[config.mk]
export PLATFORM = sky130hd
export DESIGN_NAME = pmt_timer16
export DESIGN_NICKNAME = d
export VERILOG_FILES = /design/src/pmt_pkg.sv /design/src/pmt_tick_if.sv /design/src/pmt_extin.sv /design/src/pmt_timer16.sv
export SDC_FILE = /design/constraint.sdc
export NUM_CORES = 1
export LEC_CHECK = 0
export BUFFER_PORTS_ARGS = -buffer_cell sky130_fd_sc_hd__buf_2
export CAP_MARGIN = 30
export CORE_MARGIN = 3
export CORE_UTILIZATION = 40
export CTS_CLUSTER_DIAMETER = 200
export DETAILED_ROUTE_END_ITERATION = 7
export GPL_TIMING_DRIVEN = 0
export PLACE_DENSITY = 0.57
export REMOVE_ABC_BUFFERS = 1
export SLEW_MARGIN = 20
export SYNTH_ARGS = -nofsm -noshare
export SYNTH_HDL_FRONTEND = slang
export SYNTH_SLANG_ARGS = --single-unit
[constraint.sdc]
create_clock -name i_clk_sys -period 4.64 [get_ports i_clk_sys]
set_input_delay 0.232 -clock i_clk_sys [delete_from_list [all_inputs] [get_ports i_clk_sys]]
set_output_delay 0.232 -clock i_clk_sys [all_outputs]
set_load 0.02 [all_outputs]
[src/pmt_pkg.sv]
// Purpose: Shared constants for the 16-bit period match timer
// Assumes: System clock of 20 MHz, four system clocks per instruction cycle
// Notes:   Register indices are byte addresses on the plain register port
package pmt_pkg;

   // ----------------------------------------------------------------
   // Register map
   // ----------------------------------------------------------------
   localparam logic [2:0] ADDR_CTL = 3'h0;
   localparam logic [2:0] ADDR_CNT_LO = 3'h1;
   localparam logic [2:0] ADDR_CNT_HI_BUF = 3'h2;
   localparam logic [2:0] ADDR_PER_LO = 3'h3;
   localparam logic [2:0] ADDR_PER_HI = 3'h4;
   localparam logic [2:0] ADDR_STATUS = 3'h5;

   // ----------------------------------------------------------------
   // Control register fields
   // ----------------------------------------------------------------
   localparam int CTL_RUN = 0;
   localparam int CTL_SRC = 1;
   localparam int CTL_BYPASS = 2;
   localparam int CTL_PS_LO = 3;
   localparam int CTL_PS_HI = 4;
   localparam int CTL_SINGLE = 5;
   localparam int CTL_TRIG_DIS = 6;
   localparam int CTL_SLEEP = 7;
   localparam int STAT_FLAG = 0;
   localparam logic [7:0] CTL_RESET = 8'h00;
   localparam logic [7:0] CTL_TRIG_DIS_MASK = 8'h40;
   localparam logic [7:0] BYTE_ZERO = 8'h00;

   // ----------------------------------------------------------------
   // Counter and prescaler
   // ----------------------------------------------------------------
   typedef logic [15:0] pmt_count_t;
   localparam pmt_count_t COUNT_ZERO = 16'h0000;
   localparam pmt_count_t COUNT_MAX = 16'hFFFF;
   localparam pmt_count_t PERIOD_RESET = 16'hFFFF;
   localparam pmt_count_t COUNT_ONE = 16'h0001;
   localparam logic [2:0] PRESC_ZERO = 3'h0;
   localparam logic [2:0] PRESC_ONE = 3'h1;

   // ----------------------------------------------------------------
   // Instruction cycle phases
   // ----------------------------------------------------------------
   localparam int CLK_NS = 50;
   localparam int TCY_NS = 200;
   localparam int PHASES = TCY_NS / CLK_NS;
   localparam logic [1:0] PH_ONE = 2'h0;
   localparam logic [1:0] PH_TWO = 2'h1;
   localparam logic [1:0] PH_FOUR = PHASES[1:0] - 2'h1;
   localparam logic [2:0] RISE_PATTERN = 3'h3;

endpackage : pmt_pkg

[src/pmt_tick_if.sv]
// Purpose: Count-event carrier from the input stage to the timer core
// Assumes: All signals live on the system clock
// Notes:   Each signal is a one-cycle pulse
`timescale 1ns/10ps
`default_nettype none
interface pmt_tick_if;
   logic phase_one;
   logic sync_inc;
   logic async_rise;
   modport src (output phase_one, output sync_inc, output async_rise);
   modport snk (input phase_one, input sync_inc, input async_rise);
endinterface : pmt_tick_if
`default_nettype wire

[src/pmt_extin.sv]
// Purpose: Quarter-phase generator and external count pin front end
// Assumes: Pin is asynchronous to the system clock
// Notes:   Async rise is still two-flop synchronised; there is no second clock
`timescale 1ns/10ps
`default_nettype none
module pmt_extin (
   // Clock and reset
   input wire logic i_clk_sys,
   input wire logic i_rst,
   // Pin
   input wire logic i_ext_count_pin,
   // Events
   pmt_tick_if.src o_tick
);

   logic [1:0] phase_r;
   logic pin_meta_r;
   logic pin_sync_r;
   logic pin_prev_r;
   logic [2:0] samp_r;
   logic pend_r;
   wire [1:0] phase_nxt = (phase_r == pmt_pkg::PH_FOUR) ? pmt_pkg::PH_ONE : phase_r + 2'h1;
   wire sample_en = (phase_r == pmt_pkg::PH_TWO) || (phase_r == pmt_pkg::PH_FOUR);
   wire [2:0] samp_nxt = {samp_r[1:0], pin_sync_r};
   wire rise_seen = sample_en && (samp_nxt == pmt_pkg::RISE_PATTERN);
   wire q1_next = (phase_nxt == pmt_pkg::PH_ONE);

   // ----------------------------------------------------------------
   // Phases and synchroniser
   // ----------------------------------------------------------------
   always_ff @(posedge i_clk_sys or posedge i_rst) begin
      if (i_rst) begin
         phase_r <= pmt_pkg::PH_ONE;
         pin_meta_r <= 1'b0;
         pin_sync_r <= 1'b0;
         pin_prev_r <= 1'b0;
      end else begin
         phase_r <= phase_nxt;
         pin_meta_r <= i_ext_count_pin;
         pin_sync_r <= pin_meta_r;
         pin_prev_r <= pin_sync_r;
      end
   end

   // ----------------------------------------------------------------
   // Sampling on phase two and four, increment on next phase one
   // ----------------------------------------------------------------
   always_ff @(posedge i_clk_sys or posedge i_rst) begin
      if (i_rst) begin
         samp_r <= 3'h0;
         pend_r <= 1'b0;
         o_tick.phase_one <= 1'b0;
         o_tick.sync_inc <= 1'b0;
         o_tick.async_rise <= 1'b0;
      end else begin
         if (sample_en) begin
            samp_r <= samp_nxt;
         end
         // A rise seen on phase four is spent at once, so it must not stay pending
         if (q1_next) begin
            pend_r <= 1'b0;
         end else if (rise_seen) begin
            pend_r <= 1'b1;
         end
         o_tick.phase_one <= q1_next;
         o_tick.sync_inc <= q1_next && (pend_r || rise_seen);
         o_tick.async_rise <= pin_sync_r && !pin_prev_r;
      end
   end

endmodule : pmt_extin
`default_nettype wire

[src/pmt_timer16.sv]
// Purpose: 16-bit period match timer/counter with prescaler and trigger reset
// Assumes: Plain register port, read data one cycle after the read strobe
// Notes:   Notes on behaviour follow; trigger input is same-clock logic
//
// Notes on behaviour
// - Counter runs only while run_enable is set; clearing it halts counting.
// - sleep_run_enable set lets the timer run in sleep only as an unsynchronised external counter; clear stops it.
// - trigger_reset_disable set blocks the trigger reset; clear allows it.
// - Without the trigger option that bit reads zero and ignores writes.
// - single_shot_select one gives single-shot, zero continuous counting.
// - prescale_select 11/10/01/00 divides by 8/4/2/1.
// - External source: sync_bypass one counts unsynchronised, zero synchronised.
// - Internal source ignores sync_bypass and counts instruction cycles.
// - count_source_select one takes the pin, zero the instruction clock.
// - Count is two bytes; low byte direct, high byte via buffer.
// - Count equal to period resets count to zero and sets flag.
// - Timer configuration advances on phase one after prescaling.
// - Sync counter samples pin on phases two/four, rise over three samples.
// - Async counter counts pin rises through prescaler without phase alignment.
// - Disabling keeps the count; only counting, match, reset or write change it.
// - Period writes are accepted while running; software should avoid them.
// - Reset clears the whole control register.
// - Low byte read loads buffer; low byte write loads high from buffer.
// - Prescaler clears on count write, disable or reset, not control write.
// - Continuous: match or FFFFh rollover sets flag, clears count, keeps running.
// - Single-shot: match sets flag, clears count, hardware clears run_enable.
//
// The strobed register port and the placing of the registers are this design's own decisions.
`timescale 1ns/10ps
`default_nettype none
module pmt_timer16 #(
   parameter bit HAS_TRIG_DISABLE = 1'b1
) (
   // Clock and reset
   input wire logic i_clk_sys,
   input wire logic i_rst,
   // Register port
   input wire logic [2:0] i_addr,
   input wire logic [7:0] i_wr_data,
   input wire logic i_wr,
   input wire logic i_rd,
   output logic [7:0] o_rd_data,
   // Pins and system
   input wire logic i_ext_count_pin,
   input wire logic i_sleep,
   input wire logic i_trig_reset,
   // Status
   output logic o_match_flag,
   output logic o_match_event,
   output logic o_run
);

   pmt_tick_if tick_bus ();

   pmt_extin u_extin (
      .i_clk_sys(i_clk_sys),
      .i_rst(i_rst),
      .i_ext_count_pin(i_ext_count_pin),
      .o_tick(tick_bus.src)
   );

   logic [7:0] ctl_r;
   logic [7:0] ctl_nxt;
   pmt_pkg::pmt_count_t count_r;
   pmt_pkg::pmt_count_t count_nxt;
   pmt_pkg::pmt_count_t period_r;
   logic [7:0] hi_buf_r;
   logic [2:0] presc_r;
   logic flag_r;

   // ----------------------------------------------------------------
   // Decode
   // ----------------------------------------------------------------
   wire wr_ctl = i_wr && (i_addr == pmt_pkg::ADDR_CTL);
   wire wr_lo = i_wr && (i_addr == pmt_pkg::ADDR_CNT_LO);
   wire wr_buf = i_wr && (i_addr == pmt_pkg::ADDR_CNT_HI_BUF);
   wire wr_plo = i_wr && (i_addr == pmt_pkg::ADDR_PER_LO);
   wire wr_phi = i_wr && (i_addr == pmt_pkg::ADDR_PER_HI);
   wire wr_stat = i_wr && (i_addr == pmt_pkg::ADDR_STATUS);
   wire rd_lo = i_rd && (i_addr == pmt_pkg::ADDR_CNT_LO);
   wire [7:0] ctl_wmask = HAS_TRIG_DISABLE ? 8'hFF : ~pmt_pkg::CTL_TRIG_DIS_MASK;

   wire run = ctl_r[pmt_pkg::CTL_RUN];
   wire src_ext = ctl_r[pmt_pkg::CTL_SRC];
   wire bypass = ctl_r[pmt_pkg::CTL_BYPASS];
   wire [1:0] ps_sel = ctl_r[pmt_pkg::CTL_PS_HI:pmt_pkg::CTL_PS_LO];
   wire single = ctl_r[pmt_pkg::CTL_SINGLE];
   wire trig_dis = ctl_r[pmt_pkg::CTL_TRIG_DIS];
   wire sleep_en = ctl_r[pmt_pkg::CTL_SLEEP];

   // ----------------------------------------------------------------
   // Count source, sleep gating and prescaler
   // ----------------------------------------------------------------
   // Internal source ignores the bypass bit entirely
   wire ext_tick = bypass ? tick_bus.async_rise : tick_bus.sync_inc;
   wire raw_tick = src_ext ? ext_tick : tick_bus.phase_one;
   // Sleep only lets the unsynchronised external path keep running
   wire sleep_ok = !i_sleep || (sleep_en && src_ext && bypass);
   wire active = run && sleep_ok;
   wire [2:0] presc_lim = (3'h1 << ps_sel) - 3'h1;
   // A smaller divide written mid-count ends the current group at the next tick
   wire presc_done = (presc_r >= presc_lim);
   wire count_tick = active && raw_tick && presc_done;
   wire [2:0] presc_nxt = presc_done ? pmt_pkg::PRESC_ZERO : presc_r + pmt_pkg::PRESC_ONE;

   // ----------------------------------------------------------------
   // Match and trigger reset
   // ----------------------------------------------------------------
   wire at_period = (count_r == period_r);
   wire at_max = (count_r == pmt_pkg::COUNT_MAX);
   wire match_hit = count_tick && (at_period || (at_max && !single));
   wire trig_hit = i_trig_reset && !trig_dis;
   wire trig_wake = trig_hit && single && !run;

   // A bus write to the count beats a simultaneous trigger reset
   always_comb begin
      count_nxt = count_r;
      if (wr_lo) begin
         count_nxt = {hi_buf_r, i_wr_data};
      end else if (trig_hit) begin
         count_nxt = pmt_pkg::COUNT_ZERO;
      end else if (match_hit) begin
         count_nxt = pmt_pkg::COUNT_ZERO;
      end else if (count_tick) begin
         count_nxt = count_r + pmt_pkg::COUNT_ONE;
      end
   end

   // A software write to the control register wins over hardware updates
   always_comb begin
      ctl_nxt = ctl_r;
      if (match_hit && single) begin
         ctl_nxt[pmt_pkg::CTL_RUN] = 1'b0;
      end
      if (trig_wake) begin
         ctl_nxt[pmt_pkg::CTL_RUN] = 1'b1;
      end
      if (wr_ctl) begin
         ctl_nxt = i_wr_data & ctl_wmask;
      end
   end

   wire flag_clr = wr_stat && i_wr_data[pmt_pkg::STAT_FLAG];
   wire flag_nxt = match_hit || (flag_r && !flag_clr);

   wire [7:0] rd_mux =
      (i_addr == pmt_pkg::ADDR_CTL) ? ctl_r :
      (i_addr == pmt_pkg::ADDR_CNT_LO) ? count_r[7:0] :
      (i_addr == pmt_pkg::ADDR_CNT_HI_BUF) ? hi_buf_r :
      (i_addr == pmt_pkg::ADDR_PER_LO) ? period_r[7:0] :
      (i_addr == pmt_pkg::ADDR_PER_HI) ? period_r[15:8] :
      (i_addr == pmt_pkg::ADDR_STATUS) ? {7'h00, flag_r} : pmt_pkg::BYTE_ZERO;

   // ----------------------------------------------------------------
   // Registers
   // ----------------------------------------------------------------
   always_ff @(posedge i_clk_sys or posedge i_rst) begin
      if (i_rst) begin
         ctl_r <= pmt_pkg::CTL_RESET;
         count_r <= pmt_pkg::COUNT_ZERO;
         flag_r <= 1'b0;
      end else begin
         ctl_r <= ctl_nxt;
         count_r <= count_nxt;
         flag_r <= flag_nxt;
      end
   end

   always_ff @(posedge i_clk_sys or posedge i_rst) begin
      if (i_rst) begin
         presc_r <= pmt_pkg::PRESC_ZERO;
      end else if (wr_lo || !run || trig_hit) begin
         presc_r <= pmt_pkg::PRESC_ZERO;
      end else if (active && raw_tick) begin
         presc_r <= presc_nxt;
      end
   end

   always_ff @(posedge i_clk_sys or posedge i_rst) begin
      if (i_rst) begin
         period_r <= pmt_pkg::PERIOD_RESET;
      end else if (wr_plo) begin
         period_r[7:0] <= i_wr_data;
      end else if (wr_phi) begin
         period_r[15:8] <= i_wr_data;
      end
   end

   always_ff @(posedge i_clk_sys or posedge i_rst) begin
      if (i_rst) begin
         hi_buf_r <= pmt_pkg::BYTE_ZERO;
      end else if (rd_lo) begin
         hi_buf_r <= count_r[15:8];
      end else if (wr_buf) begin
         hi_buf_r <= i_wr_data;
      end
   end

   always_ff @(posedge i_clk_sys or posedge i_rst) begin
      if (i_rst) begin
         o_rd_data <= pmt_pkg::BYTE_ZERO;
         o_match_event <= 1'b0;
         o_run <= 1'b0;
      end else begin
         o_rd_data <= i_rd ? rd_mux : pmt_pkg::BYTE_ZERO;
         o_match_event <= match_hit;
         o_run <= ctl_nxt[pmt_pkg::CTL_RUN];
      end
   end

   assign o_match_flag = flag_r;

   // ----------------------------------------------------------------
   // Assertions
   // ----------------------------------------------------------------
   wire quiet = !wr_lo && !trig_hit;
endmodule : pmt_timer16
`default_nettype wire

==> qor.txt, run 1 <==
YOSYS
--------------------------------------------------------------------------------------
Cell types occupying the most area after synthesis ...................... sky130_fd_sc_hd__dfrtp_1, sky130_fd_sc_hd__dfstp_2, sky130_fd_sc_hd__mux2_2
Post-Synthesis Cells ....................................................          398
Mapped Area .............................................................  0.00401 mm2
Number of distinct standard cells referenced by the synthesized netlist .           55
Async set-reset flop share out of synthesis .............................         1.00
Number of synthesized flops with an enable pin ..........................            0
Post-Synthesis Mean Instance Area .......................................     10.1 um2
Warnings from Yosys .....................................................            0
Sequential area share after synthesis ...................................        0.454
Area share of the leading cell type in the synthesized netlist ..........        0.350
Total of flip-flops plus latches after synthesis ........................           72
Library cell occupying the most area in the post-synthesis netlist ...... sky130_fd_sc_hd__dfrtp_1
Most used flip-flop cell after synthesis ................................ sky130_fd_sc_hd__dfrtp_1

PLACED DESIGN
--------------------------------------------------------------------------------------
Pre-CTS setup slack .....................................................      1.96 ns
Post-placement cell area ................................................  0.00429 mm2
HPWL after detailed placement ...........................................      7650 um
Weighted congestion reported at the end of routability-driven placement .        0.917
Number of buffers inserted by port buffering ............................           28

STA
--------------------------------------------------------------------------------------
Worst slew margin relative to its limit .................................        0.368
Period utilisation layout ...............................................        0.566
Upper clock frequency limit .............................................      381 MHz
Final total negative setup slack ........................................         0 ns
Slew Limit Fails ........................................................            0
Hold_ws .................................................................     0.195 ns
Count of endpoints failing hold in the final timing report ..............            0
Final setup viols .......................................................            0
Post-route minimum period ...............................................      2.63 ns
Setup repair after global routing missed its margin .....................           no
Layout Skew .............................................................   0.00986 ns
Slew at the pin closest to its max-slew limit ...........................     0.948 ns
Final setup margin ......................................................      2.01 ns

SETUP PATH
--------------------------------------------------------------------------------------
Critical Path Slowest Stage Cell ........................................ sky130_fd_sc_hd__dfrtp_1
Peak fanout along the critical path .....................................           12
Ordered list of cells on the worst path ................................. or2_2, ha_1, nor2b_1, o21ai_0, a31oi_2, buf_6, or3_1, o211ai_2
Required time worst endpoint ............................................      4.91 ns
Arrival time worst endpoint .............................................      2.90 ns
Startpoint type of the worst setup path .................................     register
Cell type group with the largest total delay on the critical path ....... compound AO/OA/AOI/OAI gates
Endpoint class of the critical path .....................................     register
Setup Crit Path Kind .................................................... register to register
Slowest Stage Delay on Critical Path ....................................      0.43 ns
Bufs and invs on worst path .............................................            1

DIE
--------------------------------------------------------------------------------------
X dimension of the die ..................................................       106 um
Area of the placeable core ..............................................  0.00950 mm2
Initial core utilization ................................................        0.422
Total die area ..........................................................   0.0113 mm2
Vert. Die Dim ...........................................................       106 um
FP Rows .................................................................           35
Count of pins on the block boundary .....................................           29

GLOBAL ROUTING
--------------------------------------------------------------------------------------
Number of antenna violations at the first check in global routing .......            0
Total Routing Usage GR ..................................................        0.195
Maximum number of pins on one net before global-route repair ............           44
Total overflow reported by the global router ............................            0
Vias in the first global route ..........................................         3031
Global-route wire length before repair ..................................     16900 um

DETAILED ROUTING
--------------------------------------------------------------------------------------
Post-detailed-route wirelength per cell .................................      18.9 um
DRT iter0 DRCs ..........................................................          249
Initial DRT Pass Iterations .............................................            5
Final Routed Wirelength .................................................     10400 um
DRC Markers .............................................................            0
Via density per instance ................................................         5.75
Total number of vias ....................................................         3175
Number of nets with antenna violations after detailed routing ...........            0

CLOCKING
--------------------------------------------------------------------------------------
CTS clk-pin slew, worst paths ...........................................      0.08 ns
Clock latency of the later-clocked register in the worst-skew pair ......      0.35 ns
Maximum buffer depth of the clock tree ..................................            2
Clock tree from TritonCTS ...............................................         done
H-tree depth reported by CTS ............................................            3
Clk Tree Root Cell ...................................................... sky130_fd_sc_hd__clkbuf_8
Total clock sinks .......................................................           72
Number of buffers created by CTS ........................................            9
Post-CTS setup buffer count .............................................            0

RUN
--------------------------------------------------------------------------------------
Count of maximum capacitance violations .................................            0

LAYOUT
--------------------------------------------------------------------------------------
Ratio of cells with drive above 1 in the final layout ...................        0.255
Utilization after layout ................................................        0.477
Area of all placed cells without fillers ................................  0.00454 mm2
Area growth from synthesis to layout ....................................        13.2%
Filler Cell Count .......................................................          910
Diodes inserted .........................................................            0
Net count, final ........................................................          443

POWER
--------------------------------------------------------------------------------------
Power Density ...........................................................   451 mW/mm2
Peak supply drop ........................................................       182 uV
Leak pwr ................................................................      1.87 nW

OUTCOME
--------------------------------------------------------------------------------------
Run status .............................................................. finished clean

MIN PATH
--------------------------------------------------------------------------------------
Hold/Removal Path Class ................................................. input port to register

==> what timing repair did <==
| action | CTS | global route |
|---|---|---|
| hold buffers | 2 | 0 |
| gates resized for setup | 0 | 0 |
| hold endpoints to repair | 18 | 0 |
==> kinds of logic after synthesis <==
family	share of synthesized area
flip-flops	0.454
multiplexers	0.113
buffers and inverters	0.0434
AND/OR/NAND/NOR	0.176
adder cells (fa/ha/maj)	0.0218
XOR/XNOR	0.0393
AO/OA/AOI/OAI	0.152
==> final cells by class <==
class	count	area, um2	share of cell area
clock buffers	9	124	0.0273
clock inverters	7	101	0.0223
inverters	11	43.8	0.00965
multi-input cells	288	2040	0.451
flip-flops and latches	72	1820	0.402
well taps	129	161	0.0356
repair buffers	36	240	0.0530
==> report_power, final <==
group / leakage (nW) / switching, mW / internal (mW)
Clock: 0.107 / 0.263 / 0.308
Combinational: 0.902 / 0.250 / 0.234
Sequential: 0.860 / 0.211 / 0.779
Total: 1.87 / 0.723 / 1.32
==> worst min-delay path, cell delays in order <==
cell,delay (ns)
sky130_fd_sc_hd__buf_2,0.15
sky130_fd_sc_hd__nand2_1,0.06
sky130_fd_sc_hd__o21ai_0,0.06
==> through the flow <==
stage / total power [mW] / cells
2_1_floorplan: 1.28 / 371
3_3_place_gp: 1.45 / 528
3_5_place_dp: 1.48 / 534
4_1_cts: 2.06 / 552
5_1_grt: 2.17 / 552
6_report: 2.04 / 552
==> placed cells by master, fill, tap and decap left out, types with 4 or more instances in the layout <==
cell	n
sky130_fd_sc_hd__inv_1	10
sky130_fd_sc_hd__dfstp_2	16
sky130_fd_sc_hd__o22a_1	4
sky130_fd_sc_hd__o21a_1	6
sky130_fd_sc_hd__or3_1	5
sky130_fd_sc_hd__dfrtp_1	56
sky130_fd_sc_hd__nand4_1	18
sky130_fd_sc_hd__nor4_1	4
sky130_fd_sc_hd__nand3_1	9
sky130_fd_sc_hd__mux2_2	27
sky130_fd_sc_hd__nor2_1	28
sky130_fd_sc_hd__nand2_1	30
sky130_fd_sc_hd__o21ai_0	15
sky130_fd_sc_hd__buf_2	28
sky130_fd_sc_hd__xor2_1	17
sky130_fd_sc_hd__a21oi_1	21
sky130_fd_sc_hd__a31oi_1	6
sky130_fd_sc_hd__a41oi_1	4
sky130_fd_sc_hd__nor3_1	4
sky130_fd_sc_hd__mux2i_1	8
sky130_fd_sc_hd__and2_1	5
sky130_fd_sc_hd__clkbuf_8	9
sky130_fd_sc_hd__a22oi_1	16
sky130_fd_sc_hd__buf_6	4
sky130_fd_sc_hd__ha_1	7
sky130_fd_sc_hd__nor2b_1	14
==> worst paths after layout <==
| path | startpoint | to | slack, ns | depth (start not counted) |
|---|---|---|---|---|
| max | ctl_r[3] | count_r[14] | 2.01 | 8 |
| min | i_wr_data[4] | ctl_r[4] | 0.19 | 3 |
| max reg2reg | ctl_r[3] | count_r[14] | 2.01 | 8 |
| min reg2reg | u_extin.pin_meta_r | u_extin.pin_sync_r | 0.35 | 0 |
| max in group asynchronous | i_rst | period_r[5] | 3.61 | 4 |
| min in group asynchronous | i_rst | o_rd_data[2] | 0.42 | 3 |
==> cells in the mapped netlist, drive strengths merged, types with 3 or more instances <==
cell and number:
a21oi 21, a22oi 16, a31oi 7, a41oi 4, and2 6, and4 3
buf 13, clkbuf 14, dfrtp 56, dfstp 16, ha 7, inv 11
mux2 27, mux2i 8, mux4 3, nand2 30, nand3 9, nand4 18
nor2 28, nor2b 14, nor3 4, nor4 4, o211ai 4, o21a 6
o21ai 15, o22a 4, or2 4, or3 5, xor2 17
==> per-layer routing <==
metal	part of all wire	GRT usage	vias up	wire (um)
li1	-	-	1498	-
met1	0.46	0.273	1570	4790
met2	0.48	0.309	96	5000
met3	0.047	0.0413	11	488
met4	0.013	0.0463	0	137
met5	0	0	-	0
==> registers in the layout, summed over array words and instances (netlist names), 2 cells and up <==
name and flops:
count_r 16, ctl_r 8, hi_buf_r 8, o_rd_data 8
period_r 16, presc_r 3, u_extin.phase_r 2, u_extin.samp_r 2
No activity file was read; power rests on OpenSTA's default activity.
==> run 2, diff against run 1 <==
--- a/config.mk
+++ b/config.mk
@@ -12,7 +12,7 @@
 export CTS_CLUSTER_DIAMETER = 200
 export DETAILED_ROUTE_END_ITERATION = 7
 export GPL_TIMING_DRIVEN = 0
-export PLACE_DENSITY = 0.57
+export PLACE_DENSITY = 0.59
 export REMOVE_ABC_BUFFERS = 1
 export SLEW_MARGIN = 20
 export SYNTH_ARGS = -nofsm -noshare
==> constraint.sdc (replaced) <==
create_clock -name i_clk_sys -period 2.4 [get_ports i_clk_sys]
set_input_delay 0.12 -clock i_clk_sys [delete_from_list [all_inputs] [get_ports i_clk_sys]]
set_output_delay 0.12 -clock i_clk_sys [all_outputs]
set_load 0.02 [all_outputs]
==> run 2 against run 1 <==
Clock skew shrank 0.0022 ns. Core utilization decreased by 0.13 points. Final cell count rose by 0.18%. First-iteration DRC count down 19%. Largest power group unchanged. Highest routed layer unchanged.
==> qor.txt, run 2 (synthesis gave the netlist of run 1 again) <==
OUTCOME
--------------------------------------------------------------------------------------
Run status .............................................................. finished clean

STA
--------------------------------------------------------------------------------------
Count of endpoints failing hold in the final timing report ..............            0
Setup repair after global routing missed its margin .....................           no
Slew at the pin closest to its max-slew limit ...........................     0.846 ns
Upper clock frequency limit .............................................      433 MHz
Post-route minimum period ...............................................      2.31 ns
Layout Skew .............................................................   0.00770 ns
Period utilisation layout ...............................................        0.961
Final total negative setup slack ........................................         0 ns
Worst slew margin relative to its limit .................................        0.434
Hold_ws .................................................................    0.0762 ns
Final setup viols .......................................................            0
Slew Limit Fails ........................................................            0

GLOBAL ROUTING
--------------------------------------------------------------------------------------
Vias in the first global route ..........................................         3189
Total overflow reported by the global router ............................            0
Total Routing Usage GR ..................................................        0.197
Global-route wire length before repair ..................................     17200 um
Number of antenna violations at the first check in global routing .......            0
Maximum number of pins on one net before global-route repair ............           40

DETAILED ROUTING
--------------------------------------------------------------------------------------
Number of nets with antenna violations after detailed routing ...........            0
Post-detailed-route wirelength per cell .................................      19.2 um
DRT iter0 DRCs ..........................................................          202
Via density per instance ................................................         5.86
Final Routed Wirelength .................................................     10600 um
Total number of vias ....................................................         3238
DRC Markers .............................................................            0
Initial DRT Pass Iterations .............................................            5

SETUP PATH
--------------------------------------------------------------------------------------
Worst-case register-to-register setup slack .............................      0.09 ns
Required time worst endpoint ............................................      2.67 ns
Startpoint type of the worst setup path .................................     register
Arrival time worst endpoint .............................................      2.58 ns
Endpoint class of the critical path .....................................     register
Setup Crit Path Kind .................................................... register to register
Peak fanout along the critical path .....................................           16

CLOCKING
--------------------------------------------------------------------------------------
CTS clk-pin slew, worst paths ...........................................      0.09 ns
Clock tree from TritonCTS ...............................................         done
Clock latency of the later-clocked register in the worst-skew pair ......      0.35 ns
Total clock sinks .......................................................           72
Maximum buffer depth of the clock tree ..................................            2
Number of buffers created by CTS ........................................            9
Clk Tree Root Cell ...................................................... sky130_fd_sc_hd__clkbuf_8
H-tree depth reported by CTS ............................................            3

RUN
--------------------------------------------------------------------------------------
Count of maximum capacitance violations .................................            0

POWER
--------------------------------------------------------------------------------------
Total Power .............................................................      3.86 mW
Leak pwr ................................................................      1.86 nW
Power Density ...........................................................   854 mW/mm2
Peak supply drop ........................................................       367 uV

DIE
--------------------------------------------------------------------------------------
Area of the placeable core ..............................................  0.00950 mm2
Total die area ..........................................................   0.0113 mm2
Initial core utilization ................................................        0.422
X dimension of the die ..................................................       106 um
Count of pins on the block boundary .....................................           29
Vert. Die Dim ...........................................................       106 um
FP Rows .................................................................           35

LAYOUT
--------------------------------------------------------------------------------------
Largest regs ............................................................ count_r (16), period_r (16)
Area growth from synthesis to layout ....................................        12.9%
Most common cell after layout, fill and taps aside ...................... sky130_fd_sc_hd__dfrtp_1
Commonest non-fill, non-tap cells in the layout ......................... sky130_fd_sc_hd__dfrtp_1, sky130_fd_sc_hd__nand2_1, sky130_fd_sc_hd__buf_2, sky130_fd_sc_hd__nor2_1, sky130_fd_sc_hd__mux2_2
Net count, final ........................................................          444
Ratio of cells with drive above 1 in the final layout ...................        0.262
Post-route non-filler standard cell count ...............................          553
Diodes inserted .........................................................            0

PLACED DESIGN
--------------------------------------------------------------------------------------
Number of buffers inserted by port buffering ............................           28
Placed Cells incl. Taps .................................................          533
HPWL after detailed placement ...........................................      7510 um
Weighted congestion reported at the end of routability-driven placement .        0.882

MIN PATH
--------------------------------------------------------------------------------------
Hold/Removal Path Class ................................................. input port to register

## run 2: timing repair
action / in CTS / in global routing
hold buffers: 2 / 0
endpoints found under the hold margin: 32 / 0
buffers inserted: 0 / 1
cloned: 0 / 0
resized for setup: 2 / 3
pin swaps: 0 / 2
setup endpoints to repair: 6 / 13
## run 2: final cells by class
type | instances | area, um2
well taps | 129 | 161
repair buffers | 37 | 234
fillers | 908 | 4980
multi-input cells | 288 | 2060
clock buffers | 9 | 124
clock inverters | 7 | 78.8
inverters | 11 | 43.8
flip-flops and latches | 72 | 1820
## run 2: stage by stage
| step | util | cell area, um2 | worst slack, ns |
|---|---|---|---|
| 2_1_floorplan | - | 3880 | -0.316 |
| 3_3_place_gp | 0.440 | 4180 | -2.43 |
| 3_5_place_dp | 0.449 | 4270 | -0.182 |
| 4_1_cts | 0.473 | 4490 | -0.0293 |
| 5_1_grt | 0.476 | 4520 | 0.00826 |
| 6_report | 0.476 | 4520 | 0.0924 |
## run 2: power by group
part / leakage (nW) / internal, mW / switching (mW)
Clock: 0.0925 / 0.489 / 0.516
Sequential: 0.860 / 1.51 / 0.404
Combinational: 0.903 / 0.454 / 0.493
## run 2: worst max-delay path: stages, from the launching register on
cell and delay [ns]:
sky130_fd_sc_hd__dfrtp_1 0.42, sky130_fd_sc_hd__or2_2 0.31, sky130_fd_sc_hd__ha_1 0.28, sky130_fd_sc_hd__nor2b_1 0.05
sky130_fd_sc_hd__o21ai_2 0.22, sky130_fd_sc_hd__a31oi_4 0.18, sky130_fd_sc_hd__buf_6 0.19, sky130_fd_sc_hd__or3_1 0.37
sky130_fd_sc_hd__o221ai_1 0.19
## run 2: per-layer routing
layer / vias up / share of wire / global-route usage
met5: - / 0 / 0
met4: 0 / 0.022 / 0.0648
met3: 18 / 0.053 / 0.0443
met2: 112 / 0.48 / 0.315
met1: 1620 / 0.45 / 0.265
li1: 1488 / - / -
## run 2: path summary, 6_finish.rpt
| check | depth (start not counted) | from | endpoint |
|---|---|---|---|
| worst max-delay path | 8 | ctl_r[3] | count_r[9] |
| worst min-delay path | 2 | i_rd | o_rd_data[6] |
| worst max register to register | 8 | ctl_r[3] | count_r[9] |
| worst min register to register | 0 | u_extin.pin_meta_r | u_extin.pin_sync_r |
| max in group asynchronous | 4 | i_rst | period_r[1] |
| min in group asynchronous | 3 | i_rst | u_extin.o_tick.async_rise |
